===== config.mk =====
export PLATFORM = sky130hd
export DESIGN_NAME = pt_timer
export DESIGN_NICKNAME = d
export VERILOG_FILES = /design/src/include/pt_pkg.sv /design/src/core/pt_timer.sv
export SDC_FILE = /design/constraint.sdc
export NUM_CORES = 1
export LEC_CHECK = 0
export BUFFER_PORTS_ARGS = -buffer_cell sky130_fd_sc_hd__buf_2
export CAP_MARGIN = 20
export CELL_PAD_IN_SITES_DETAIL_PLACEMENT = 0
export CELL_PAD_IN_SITES_GLOBAL_PLACEMENT = 1
export CORE_UTILIZATION = 47
export CTS_BUF_LIST = sky130_fd_sc_hd__clkbuf_8
export CTS_CLUSTER_SIZE = 40
export DETAILED_ROUTE_END_ITERATION = 10
export GPL_TIMING_DRIVEN = 0
export PLACE_DENSITY = 0.94
export REMOVE_ABC_BUFFERS = 1
export SYNTH_ARGS = -nofsm -noshare
export SYNTH_HDL_FRONTEND = slang
export SYNTH_SLANG_ARGS = --single-unit

===== constraint.sdc =====
create_clock -name clk -period 6 [get_ports clk]
set_input_delay 0 -clock clk [delete_from_list [all_inputs] [get_ports clk]]
set_output_delay 0 -clock clk [all_outputs]
set_load 0.1 [all_outputs]

===== src/include/pt_pkg.sv =====
// Package for the periodic timer: register offsets, field positions, reset values and bus carriers.
// Assumes a 32-bit Avalon-MM slave with word-aligned byte addresses.
package pt_pkg;

  // Byte addresses of the five registers.
  localparam logic [4:0] PT_OFS_STATUS_CONTROL = 5'h00;
  localparam logic [4:0] PT_OFS_COUNT_HIGH = 5'h04;
  localparam logic [4:0] PT_OFS_COUNT_LOW = 5'h08;
  localparam logic [4:0] PT_OFS_MODULO_HIGH = 5'h0c;
  localparam logic [4:0] PT_OFS_MODULO_LOW = 5'h10;

  // Field positions inside timer_status_control.
  localparam int PT_BIT_WRAP_FLAG = 7;
  localparam int PT_BIT_WRAP_IRQ_ENABLE = 6;
  localparam int PT_BIT_COUNT_HALT = 5;
  localparam int PT_BIT_COUNT_CLEAR = 4;
  localparam int PT_LSB_PRESCALE = 0;

  // Values after reset.
  localparam logic [2:0] PT_RST_PRESCALE = 3'h0;
  localparam logic PT_RST_COUNT_HALT = 1'b1;
  localparam logic [7:0] PT_RST_MODULO_BYTE = 8'hff;
  localparam logic [15:0] PT_RST_COUNT = 16'h0000;

  // Prescaler depth: seven taps from divide by 1 to divide by 64.
  localparam int PT_PRESCALE_BITS = 6;

  // Avalon-MM request from the master.
  typedef struct packed {
    logic read;
    logic write;
    logic [4:0] address;
    logic [31:0] writedata;
  } pt_bus_req_t;

  // Avalon-MM answer from the slave.
  typedef struct packed {
    logic waitrequest;
    logic [31:0] readdata;
  } pt_bus_rsp_t;

endpackage


===== src/core/pt_timer.sv =====
// Periodic timer: prescaled 16-bit modulo up-counter with wrap flag and interrupt request.
// Assumes an Avalon-MM master on clk, synchronous wait, stop and break inputs from the system.
//
// Notes on behaviour
// - Three-bit select picks bus clock divided by 1..64; code 7 also 64; reset clears.
// - Count equal to modulo sets wrap flag and restarts at zero next tick.
// - Flag clears by status read seeing it set, then writing 0; new wrap cancels.
// - Interrupt request while wrap flag and its enable are both one.
// - Halt bit holds the counter; reset sets it.
// - Writing count_clear clears counter, prescaler and low-byte latch; bit reads zero.
// - Halt and clear written together leave counter stopped at zero.
// - High count read latches low byte until low byte read releases it.
// - Count registers are read-only, cleared by reset and by count_clear.
// - Modulo high write inhibits flag and interrupt until modulo low written.
// - Modulo registers read and write, reset to all ones.
// - In wait mode counting continues, bus access blocked, enabled interrupt wakes.
// - In stop mode the timer freezes and keeps all state.
// - Break state holds the counter.
// - Break-clear enable lets status bits clear in break; otherwise unchanged.
// - Two-step clear started before break completes after break when protected.
// - Sixteen-bit free-running or modulo counter, readable without disturbance.
//
// The Avalon-MM register port and the register offsets were left to the implementer.
`timescale 1ns/10ps
module pt_timer (
  input wire logic clk,
  input wire logic arst_n,
  input wire pt_pkg::pt_bus_req_t bus_req,
  output pt_pkg::pt_bus_rsp_t bus_rsp,
  input wire logic wait_mode,
  input wire logic stop_mode,
  input wire logic break_active,
  input wire logic break_clear_enable,
  output logic wrap_irq,
  output logic wake_request
);

  // Width of the free-running prescaler; its low bits form the seven taps.
  localparam int PT_W = pt_pkg::PT_PRESCALE_BITS;

  // Control and status state.
  logic [2:0] prescale_select;
  logic wrap_flag;
  logic wrap_irq_enable;
  logic count_halt;
  logic clear_armed;
  logic [PT_W-1:0] prescaler;
  logic [15:0] count;
  logic [7:0] low_latch;
  logic latch_held;
  logic [7:0] modulo_high;
  logic [7:0] modulo_low;
  logic modulo_pending;
  logic rd_pending;
  logic [31:0] rd_data;

  // Decoding of the bus request. Registers are unreachable in wait mode and in stop mode.
  // A blocked access is stalled rather than refused, so the master never loses a transfer.
  wire bus_blocked = wait_mode | stop_mode;
  wire [4:0] addr = bus_req.address;
  // Full byte-address compare, so an unmapped address selects nothing and reads zero.
  wire sel_sc = addr == pt_pkg::PT_OFS_STATUS_CONTROL;
  wire sel_ch = addr == pt_pkg::PT_OFS_COUNT_HIGH;
  wire sel_cl = addr == pt_pkg::PT_OFS_COUNT_LOW;
  wire sel_mh = addr == pt_pkg::PT_OFS_MODULO_HIGH;
  wire sel_ml = addr == pt_pkg::PT_OFS_MODULO_LOW;
  wire rd_go = bus_req.read & ~rd_pending & ~bus_blocked;
  wire wr_go = bus_req.write & ~bus_blocked;
  wire [7:0] wbyte = bus_req.writedata[7:0];
  wire wr_sc = wr_go & sel_sc;
  wire wr_clear = wr_sc & wbyte[pt_pkg::PT_BIT_COUNT_CLEAR];
  wire wr_halt = wbyte[pt_pkg::PT_BIT_COUNT_HALT];
  // Status bits may only change in break when the break-clear enable is set.
  wire status_ok = ~break_active | break_clear_enable;

  // Prescaler taps: tap n is high once every 2**n bus clocks; codes 6 and 7 both take tap 6.
  function automatic logic tap_hit(input logic [2:0] sel, input logic [PT_W-1:0] pre);
    logic [PT_W-1:0] mask;
    mask = '0;
    for (int i = 0; i < PT_W; i++)
      if (i < int'(sel))
        mask[i] = 1'b1;
    return (pre & mask) == mask;
  endfunction
  wire tick = tap_hit(prescale_select, prescaler);

  // Counter advances only when running, not frozen by stop mode, and not in break.
  wire run = ~count_halt & ~stop_mode & ~break_active;
  wire [15:0] modulo = {modulo_high, modulo_low};
  wire at_modulo = count == modulo;
  wire wrap_event = run & tick & at_modulo & ~modulo_pending;
  wire [15:0] next_count = at_modulo ? 16'h0000 : count + 16'h0001;
  wire flag_clear = wr_sc & ~wbyte[pt_pkg::PT_BIT_WRAP_FLAG] & clear_armed & status_ok;

  // Read data mux; the clear bit always reads back as zero.
  wire [7:0] sc_view = {wrap_flag, wrap_irq_enable, count_halt, 1'b0, 1'b0, prescale_select};
  wire [7:0] rd_byte = sel_sc ? sc_view :
                       sel_ch ? count[15:8] :
                       sel_cl ? (latch_held ? low_latch : count[7:0]) :
                       sel_mh ? modulo_high :
                       sel_ml ? modulo_low : 8'h00;

  // Prescaler runs freely except in stop mode; count_clear restarts it.
  always_ff @(posedge clk or negedge arst_n)
  begin
    if (!arst_n)
      prescaler <= '0;
    else if (wr_clear)
      prescaler <= '0;
    else if (~stop_mode)
      prescaler <= prescaler + 1'b1;
  end

  // Counter: clear has priority, so halt plus clear leaves it at zero.
  always_ff @(posedge clk or negedge arst_n)
  begin
    if (!arst_n)
      count <= pt_pkg::PT_RST_COUNT;
    else if (wr_clear)
      count <= 16'h0000;
    else if (run && tick)
      count <= next_count;
  end

  // Control fields of the status register.
  always_ff @(posedge clk or negedge arst_n)
  begin
    if (!arst_n)
    begin
      prescale_select <= pt_pkg::PT_RST_PRESCALE;
      wrap_irq_enable <= 1'b0;
      count_halt <= pt_pkg::PT_RST_COUNT_HALT;
    end
    else if (wr_sc)
    begin
      prescale_select <= wbyte[2:0];
      wrap_irq_enable <= wbyte[pt_pkg::PT_BIT_WRAP_IRQ_ENABLE];
      count_halt <= wr_halt;
    end
  end

  // Wrap flag: a new wrap wins over a clear and disarms the clear sequence.
  always_ff @(posedge clk or negedge arst_n)
  begin
    if (!arst_n)
    begin
      wrap_flag <= 1'b0;
      clear_armed <= 1'b0;
    end
    else
    begin
      if (wrap_event)
        wrap_flag <= 1'b1;
      else if (flag_clear)
        wrap_flag <= 1'b0;
      if (wrap_event || flag_clear)
        clear_armed <= 1'b0;
      else if (rd_go && sel_sc && wrap_flag)
        clear_armed <= 1'b1;
    end
  end

  // Low-byte latch for coherent 16-bit reads.
  always_ff @(posedge clk or negedge arst_n)
  begin
    if (!arst_n)
    begin
      low_latch <= 8'h00;
      latch_held <= 1'b0;
    end
    else if (wr_clear)
    begin
      low_latch <= 8'h00;
      latch_held <= 1'b0;
    end
    else if (rd_go && sel_ch && !latch_held)
    begin
      low_latch <= count[7:0];
      latch_held <= 1'b1;
    end
    else if (rd_go && sel_cl)
      latch_held <= 1'b0;
  end

  // Modulo registers and the high-then-low inhibit.
  always_ff @(posedge clk or negedge arst_n)
  begin
    if (!arst_n)
    begin
      modulo_high <= pt_pkg::PT_RST_MODULO_BYTE;
      modulo_low <= pt_pkg::PT_RST_MODULO_BYTE;
      modulo_pending <= 1'b0;
    end
    else if (wr_go && sel_mh)
    begin
      modulo_high <= wbyte;
      modulo_pending <= 1'b1;
    end
    else if (wr_go && sel_ml)
    begin
      modulo_low <= wbyte;
      modulo_pending <= 1'b0;
    end
  end

  // Bus answer: writes finish at once, reads take one wait cycle for registered data.
  always_ff @(posedge clk or negedge arst_n)
  begin
    if (!arst_n)
    begin
      rd_pending <= 1'b0;
      rd_data <= 32'h0000_0000;
    end
    else
    begin
      rd_pending <= rd_go;
      if (rd_go)
        rd_data <= {24'h00_0000, rd_byte};
    end
  end

  // Interrupt and wake outputs, registered.
  always_ff @(posedge clk or negedge arst_n)
  begin
    if (!arst_n)
    begin
      wrap_irq <= 1'b0;
      wake_request <= 1'b0;
    end
    else
    begin
      wrap_irq <= wrap_flag & wrap_irq_enable & ~modulo_pending;
      wake_request <= wrap_flag & wrap_irq_enable & ~modulo_pending & wait_mode;
    end
  end

  // Waitrequest is high during a blocked access and during the first read cycle.
  assign bus_rsp.waitrequest = ((bus_req.read | bus_req.write) & bus_blocked) | (bus_req.read & ~rd_pending);
  assign bus_rsp.readdata = rd_data;
endmodule


# Word-level counts from Yosys, hierarchy flattened
# Index checks and enable logic that the tools add are counted.
# op_classes
n_eq_ne,7
n_addsub,2
n_reduce_logical,18
bitwise_logic,30
n_mux,28
magnitude_cmp,6
# op_table
operator,count
8-bit two-way mux,8
16-bit two-way mux,3
1-bit AND,17
16-bit by 1-bit adder with 16-bit output (second input constant),1
16-bit == test,1
1-bit two-way mux,15
6-bit two-way mux,2
5-bit by 4-bit == test with 1-bit output (second input constant),2
2-bit nonzero test,5
1-bit logical AND,8
1-bit NOT,8
6-bit by 1-bit adder with 6-bit output (second input constant),1
6-bit AND,1
6-bit == test,1
1-bit by 3-bit < comparator with 1-bit output (first input constant),2
2-bit by 3-bit < comparator with 1-bit output (first input constant),2
3-bit < comparator (first input constant),2
5-bit by 3-bit == test with 1-bit output (second input constant),1
5-bit == test (second input constant),1
5-bit zero test,1
1-bit bitwise OR,4
3-bit nonzero test,1
2-bit by 1-bit != test with 1-bit output (second input constant),1
2-bit AND reduction,1
2 further kinds,2
# totals
reg_bits,66
wordCells,107
inputBits,45

# Depth between registers and ports, before layout
# Gate-level depths: netlist of run 1.
# logic_depth
depth_word,9
mapped_depth,9
ltp_nobuf,6

# Worst setup path before layout of run 1
# Ideal clock, no wire load.
# synth_timing
kind,register to register
start,reg prescale_select[1]
end,reg count[7]
setup_ps,74
arrival_time_ps,2056
n_path_buf,0
stages_incl_launch_ff,7
synth_period_minus_slack_ps,2131
path_slack_ps,3869
cell_sequence,dfrtp_1 a2bb2oi_1 or4_1 a221o_2 and2_4 or4_4 a21oi_2
# synth_via
elab_chain_len,6
word_cells_on_any_way,16
classes_between,6 x order compare; 1 x eq/ne; 6 x mux; 1 x bitwise; 2 x reduce/logical
# synth_lines
item,line,text
"start, declared",pt_timer.sv:42,logic [2:0] prescale_select;
"start signal, assigned",pt_timer.sv:130,prescale_select <= pt_pkg::PT_RST_PRESCALE;
"start signal, assigned",pt_timer.sv:136,prescale_select <= wbyte[2:0];
"1-bit by 3-bit < comparator with 1-bit output, or another cell as far along",pt_timer.sv:81,if (i < int'(sel))
1-bit two-way mux,pt_timer.sv:81,
6-bit AND,pt_timer.sv:83,return (pre & mask) == mask;
6-bit == test *,pt_timer.sv:83,
1-bit logical AND *,pt_timer.sv:121,else if (run && tick)
2-bit nonzero test (no line) *,n/a,
"end signal, assigned",pt_timer.sv:118,count <= pt_pkg::PT_RST_COUNT;
"end signal, assigned",pt_timer.sv:122,count <= next_count;
"end, declared",pt_timer.sv:48,logic [15:0] count;
# Every way passes the cells marked *; elsewhere a longest branch is shown, timed or not.
# A chain may end at the register's enable or synchronous reset.

# Worst setup path in the final report of run 1
# Ends and elaborated chain as after synthesis.

==> results of run 1 <==
==> worst max-delay path: stages, from the launching register on <==
cell	delay (ns)
dfrtp_1	0.45
a2bb2oi_1	0.15
or4_1	0.42
a221o_2	0.42
and2_4	0.24
or4_4	0.52
a21oi_2	0.14
==> logic make-up (layout without fill, tap and decap cells) <==
group           Yosys count  after routing  synth area share (%)
buf+inv                  47             64                  7.59
fa+ha+maj                 2              2                 0.672
mux                      28             28                  8.20
simple gates            112            112                  17.2
flops                    66             66                  44.9
compound gates           82             82                  15.7
other cells               1             24                 0.101
xor+xnor                 24             24                  5.65
==> worst min path at each step <==
stage	startpoint	end	depth (start not counted)	slack, ns
after floorplan	arst_n	clear_armed$_DFFE_PN0P_	0	-0.30
after global placement	wait_mode	wake_request$_DFF_PN0_	2	0.26
after detailed placement	arst_n	count[4]$_DFFE_PN0P_	1	0.09
after CTS	stop_mode	prescaler[0]$_DFFE_PN0P_	3	0.01
after global routing	stop_mode	prescaler[0]$_DFFE_PN0P_	3	0.03
final	stop_mode	prescaler[0]$_DFFE_PN0P_	3	0.02
==> metal layers <==
metal,part of all wire [%],up-vias,GRT usage (%)
li1,-,1343,-
met1,46,1423,29.4
met2,46,123,33.2
met3,5.5,14,4.94
met4,2.4,0,8.73
met5,0,-,0
==> state kept, by name, indices dropped and copies added (netlist names), 3 cells and up <==
name	cells
count	16
low_latch	8
prescaler	6
rd_data	8
prescale_select	3
modulo_high	8
modulo_low	8
==> power breakdown <==
group	total, mW	internal (mW)	switching, mW
logic	0.309	0.109	0.200
registers	0.610	0.512	0.0979
clock network	0.459	0.279	0.179
==> placed cells by master, fill, tap and decap left out, types with 3 or more instances in the layout <==
cell type	n
dfrtp_1	49
buf_2	32
nand2_1	24
conb_1	24
o21ai_0	22
xnor2_1	21
nor2_1	20
mux2_2	20
dfstp_2	17
a22o_1	13
nand3_1	10
dlygate4sd3_1	10
nand2b_1	9
clkbuf_8	9
a21oi_1	8
mux2i_1	8
nand4_1	7
nor2b_1	6
a22oi_1	6
a211oi_1	6
and2_1	5
nor3_1	5
a311oi_1	5
or3_1	4
inv_1	4
o2111ai_1	3
xor2_1	3
and3_1	3
and4_1	3
bufinv_16	3
==> timing repair <==
item                      4_1_cts  5_1_grt
hold buffers                   10        0
hold endpoints to repair       51        0
resized for setup               0        0
==> cell type report <==
class                      instances  area (um2)  share of cell area [%]
multi-input combinational        272        1850                    44.1
sequential                        66        1670                    39.8
timing repair buffer              43         280                    6.67
tap                              102         128                    3.04
clock buffer                       9         124                    2.95
clock inverter                     7         124                    2.95
inverter                           5        18.8                   0.447
==> stage by stage <==
stage	power [mW]	hold slack, ns	instances	setup slack [ns]
after floorplan	0.828	-0.296	343	3.84
after global placement	0.906	0.257	476	3.46
after detailed placement	0.918	0.0908	478	3.62
after CTS	1.38	0.00999	504	3.60
after global routing	1.44	0.0328	504	3.52
final	1.38	0.0244	504	3.59
==> reports/metrics.csv, run 1 <==
metric;value;unit
ys_async_sr_fraction;100;%
place.gp.congestion;0.847;
p_per_area;328;nW/um2
hold_viol;0;
endpoint_kind;register;
ys_warn_count;0;
endpoint;count[7]$_DFFE_PN0P_;
cts_setup_buffers;0;
crit_start;prescale_select[1]$_DFFE_PN0N_;
final.min_clock_period;2.41;ns
synth_common_cells;dfrtp_1 (49), buf_4 (24), nand2_1 (24);
synth_edf_count;0;
grt_usage;21.5;%
totalWireLength;8530;um
maxSlewHeadroom;29.2;%
syn_avg_cell_area;10.3;um2
row_count;32;
clock_skew;0.0100;ns
cts_tree;built;
timing.rr.start;prescale_select[1]$_DFFE_PN0N_;
antenna_cells;0;
die_x;91.0;um
syn_to_final_growth;12.8;%
slew_violations;0;
cp_data_required_time;6.27;ns
synth_cell_types;62;
grt_pass1_wl;13600;um
synthesis.area;3720;um2
htree_levels;3;
rsz0062_at_grt;false;
rrSetupSlack;3.59;ns
fmax;416;MHz
ioPinCount;80;
drive_gt1_share;23.4;%
globalRoute.totalOverflow;0;
yosysTopAreaCellShare;32.9;%
coreArea;7690;um2
dieArea;8280;um2
r2r-end;count[7]$_DFFE_PN0P_;
r2r_cells;6;
maxCapViolCount;0;
cts_buffers;9;
tns;0;ns
grt_max_degree;38;
synth_seq_cells;66;
clk_pin_slew_worst_paths;0.08;ns
die_y;91.0;um
drt_iter0_drc;298;
drc;0;
syn-instance-count;362;
cp.arrival;2.68;ns
vias_per_cell;5.76;
status;complete, no violations;
yosys_most_used_dff;dfrtp_1;
tightest_slew;1.06;ns
clockRootBuffer;clkbuf_8;
seq_area_frac_synth;44.9;%
antenna_found_initial;0;
finalCritPeriodShare;40.1;%
fin_area;4200;um2
clk_latency;0.35;ns
synth.most_common_cell;dfrtp_1;
p_leak;1.83;nW
ant_nets;0;
start_kind;register;
wl_per_cell;16.9;um
dr.pass1.iters;5;
io_buffers;31;
fillCellCount;682;
synth_area_leader_cell;dfrtp_1;
fin_nets;444;
clock_path_buffers;2;
start_util;48.4;%
synth.area.top_cells;dfrtp_1 (33%), dfstp_2 (12%), mux2_2 (6.0%), xnor2_1 (4.9%), buf_4 (4.8%);
worstSetupPathType;register to register;
post-dp-hpwl;6240;um
finalSetupViolations;0;
placed_area;3850;um2
cts_sinks;66;
cp_max_fo;12;
final_util;54.7;%
max-vdd-ir-drop;0.211;mV
first_global_vias;2621;
hp-class;input pin to register;
vias;2903;
Power figures use the tool's default switching activity.
==> inputs of run 2 (changes only) <==
--- a/config.mk
+++ b/config.mk
@@ -9,12 +9,12 @@
 export CAP_MARGIN = 20
 export CELL_PAD_IN_SITES_DETAIL_PLACEMENT = 0
 export CELL_PAD_IN_SITES_GLOBAL_PLACEMENT = 1
-export CORE_UTILIZATION = 47
+export CORE_UTILIZATION = 44
 export CTS_BUF_LIST = sky130_fd_sc_hd__clkbuf_8
 export CTS_CLUSTER_SIZE = 40
 export DETAILED_ROUTE_END_ITERATION = 10
 export GPL_TIMING_DRIVEN = 0
-export PLACE_DENSITY = 0.94
+export PLACE_DENSITY = 0.89
 export REMOVE_ABC_BUFFERS = 1
 export SYNTH_ARGS = -nofsm -noshare
 export SYNTH_HDL_FRONTEND = slang
==> constraint.sdc (replaced) <==
create_clock -name clk -period 2.4 [get_ports clk]
set_input_delay 0 -clock clk [delete_from_list [all_inputs] [get_ports clk]]
set_output_delay 0 -clock clk [all_outputs]
set_load 0.1 [all_outputs]
==> run 2 against run 1 <==
  * Non-clock buffer count increased by 1
  * Sequential power increased by 150%
  * Clock-buffer cell count increased by 1
  * Via count decreased by 1.8%
  * Critical endpoint unchanged
  * Largest power group unchanged
  * Highest routed layer unchanged
==> reports/metrics.csv, run 2 (synthesis gave the netlist of run 1 again) <==
metric;value;unit
slew_violations;0;
rsz0062_at_grt;false;
fin_nets;445;
post-dp-hpwl;6150;um
start_kind;register;
place.gp.congestion;0.882;
tns;0;ns
drt_iter0_drc;333;
rrSetupSlack;0.07;ns
grt_usage;21.9;%
io_buffers;31;
cp.arrival;2.60;ns
ant_nets;0;
worstSetupPathType;register to register;
antenna_cells;0;
drc;0;
drive_gt1_share;23.8;%
dr.pass1.iters;4;
grt_pass1_wl;14200;um
maxCapViolCount;0;
clockRootBuffer;clkbuf_8;
die_x;94.0;um
totalWireLength;8760;um
final.min_clock_period;2.33;ns
syn_to_final_growth;11.7;%
antenna_found_initial;0;
globalRoute.totalOverflow;0;
grt_max_degree;67;
wl_per_cell;17.2;um
mostFrequentLayoutCells;dfrtp_1 (48), buf_2 (31), nand2_1 (24), conb_1 (24), o21ai_0 (22);
fillCellCount;742;
cts_tree;built;
maxSlewHeadroom;26.0;%
vias_per_cell;5.61;
finalSetupViolations;0;
final_common_cell;dfrtp_1;
cts_sinks;66;
coreArea;8220;um2
cts_buffers;9;
dieArea;8830;um2
ioPinCount;80;
dpl.cell_count;480;
clk_latency;0.34;ns
clock_skew;0.00795;ns
vias;2852;
row_count;33;
htree_levels;3;
stdcell_count;508;
p_leak;1.81;nW
fmax;429;MHz
largest_register;count;
hp-class;input pin to register;
cp_max_fo;12;
hold_viol;0;
largest_reg_flops;16;
p_per_area;777;nW/um2
finalCritPeriodShare;97.2;%
start_util;45.3;%
first_global_vias;2682;
max-vdd-ir-drop;0.547;mV
endpoint_kind;register;
clock_path_buffers;2;
ff_latch_area;1670;um2
multi_input_comb_area;1850;um2
status;complete, no violations;
tightest_slew;1.11;ns
cp_data_required_time;2.67;ns
clk_pin_slew_worst_paths;0.07;ns
die_y;94.0;um
-- run 2: final timing paths --
| kind | from | to | cells past startpoint |
|---|---|---|---|
| setup / recovery | prescale_select[2]$_DFFE_PN0N_ | count[7]$_DFFE_PN0P_ | 6 |
| hold / removal | stop_mode | prescaler[0]$_DFFE_PN0P_ | 3 |
| setup reg to reg | prescale_select[2]$_DFFE_PN0N_ | count[7]$_DFFE_PN0P_ | 6 |
| hold reg to reg | rd_data[4]$_DFFE_PN0P_ | rd_data[4]$_DFFE_PN0P_ | 2 |
| max in group asynchronous | arst_n | prescale_select[1]$_DFFE_PN0N_ | 2 |
| min in group asynchronous | arst_n | count[15]$_DFFE_PN0P_ | 2 |
-- run 2: worst max-delay path: stages, from the launching register on --
cell       delay [ns]
dfrtp_1          0.43
a2bb2oi_1        0.15
or4_1            0.40
a221o_2          0.39
and2_4           0.23
or4_4            0.52
a21oi_2          0.14
-- run 2: final cells by class --
class,count,share of cell area [%]
clock buffer,10,3.31
clock inverter,6,1.59
inverter,5,0.451
multi-input combinational,272,44.6
sequential,66,40.2
tap,105,3.16
timing repair buffer,44,6.68
-- run 2: timing repair --
item	4_1_cts	5_1_grt
endpoints found under the setup margin	0	1
hold buffers	10	0
gates resized for setup	0	1
setup buffers	0	2
hold endpoints to repair	71	0
-- run 2: per-layer routing --
metal	GRT usage [%]	vias to the layer above	share of wire (%)
met2	34.1	95	47
li1	-	1343	-
met1	30.1	1402	45
met3	3.88	12	5.3
met4	8.97	0	2.2
met5	0	-	0
-- run 2: per-stage QoR --
| step | worst slack (ns) | power (mW) | util [%] | area (um2) | hold slack, ns |
|---|---|---|---|---|---|
| finish | 0.0664 | 3.23 | 50.6 | 4160 | 0.0196 |
| global route | 0.0107 | 3.40 | 50.6 | 4160 | 0.0464 |
| CTS | 0.0258 | 3.25 | 50.4 | 4140 | 0.00273 |
| detailed placement | 0.0424 | 2.29 | 46.7 | 3840 | 0.152 |
| global placement | -0.206 | 2.26 | 46.6 | 3830 | 0.258 |
| floorplan | 0.242 | 2.07 | - | 3550 | -0.296 |
-- run 2: power by group --
group	leakage, nW	switching, mW	internal (mW)
registers	0.812	0.236	1.28
logic	0.901	0.500	0.274
clock network	0.0945	0.434	0.507
total	1.81	1.17	2.06
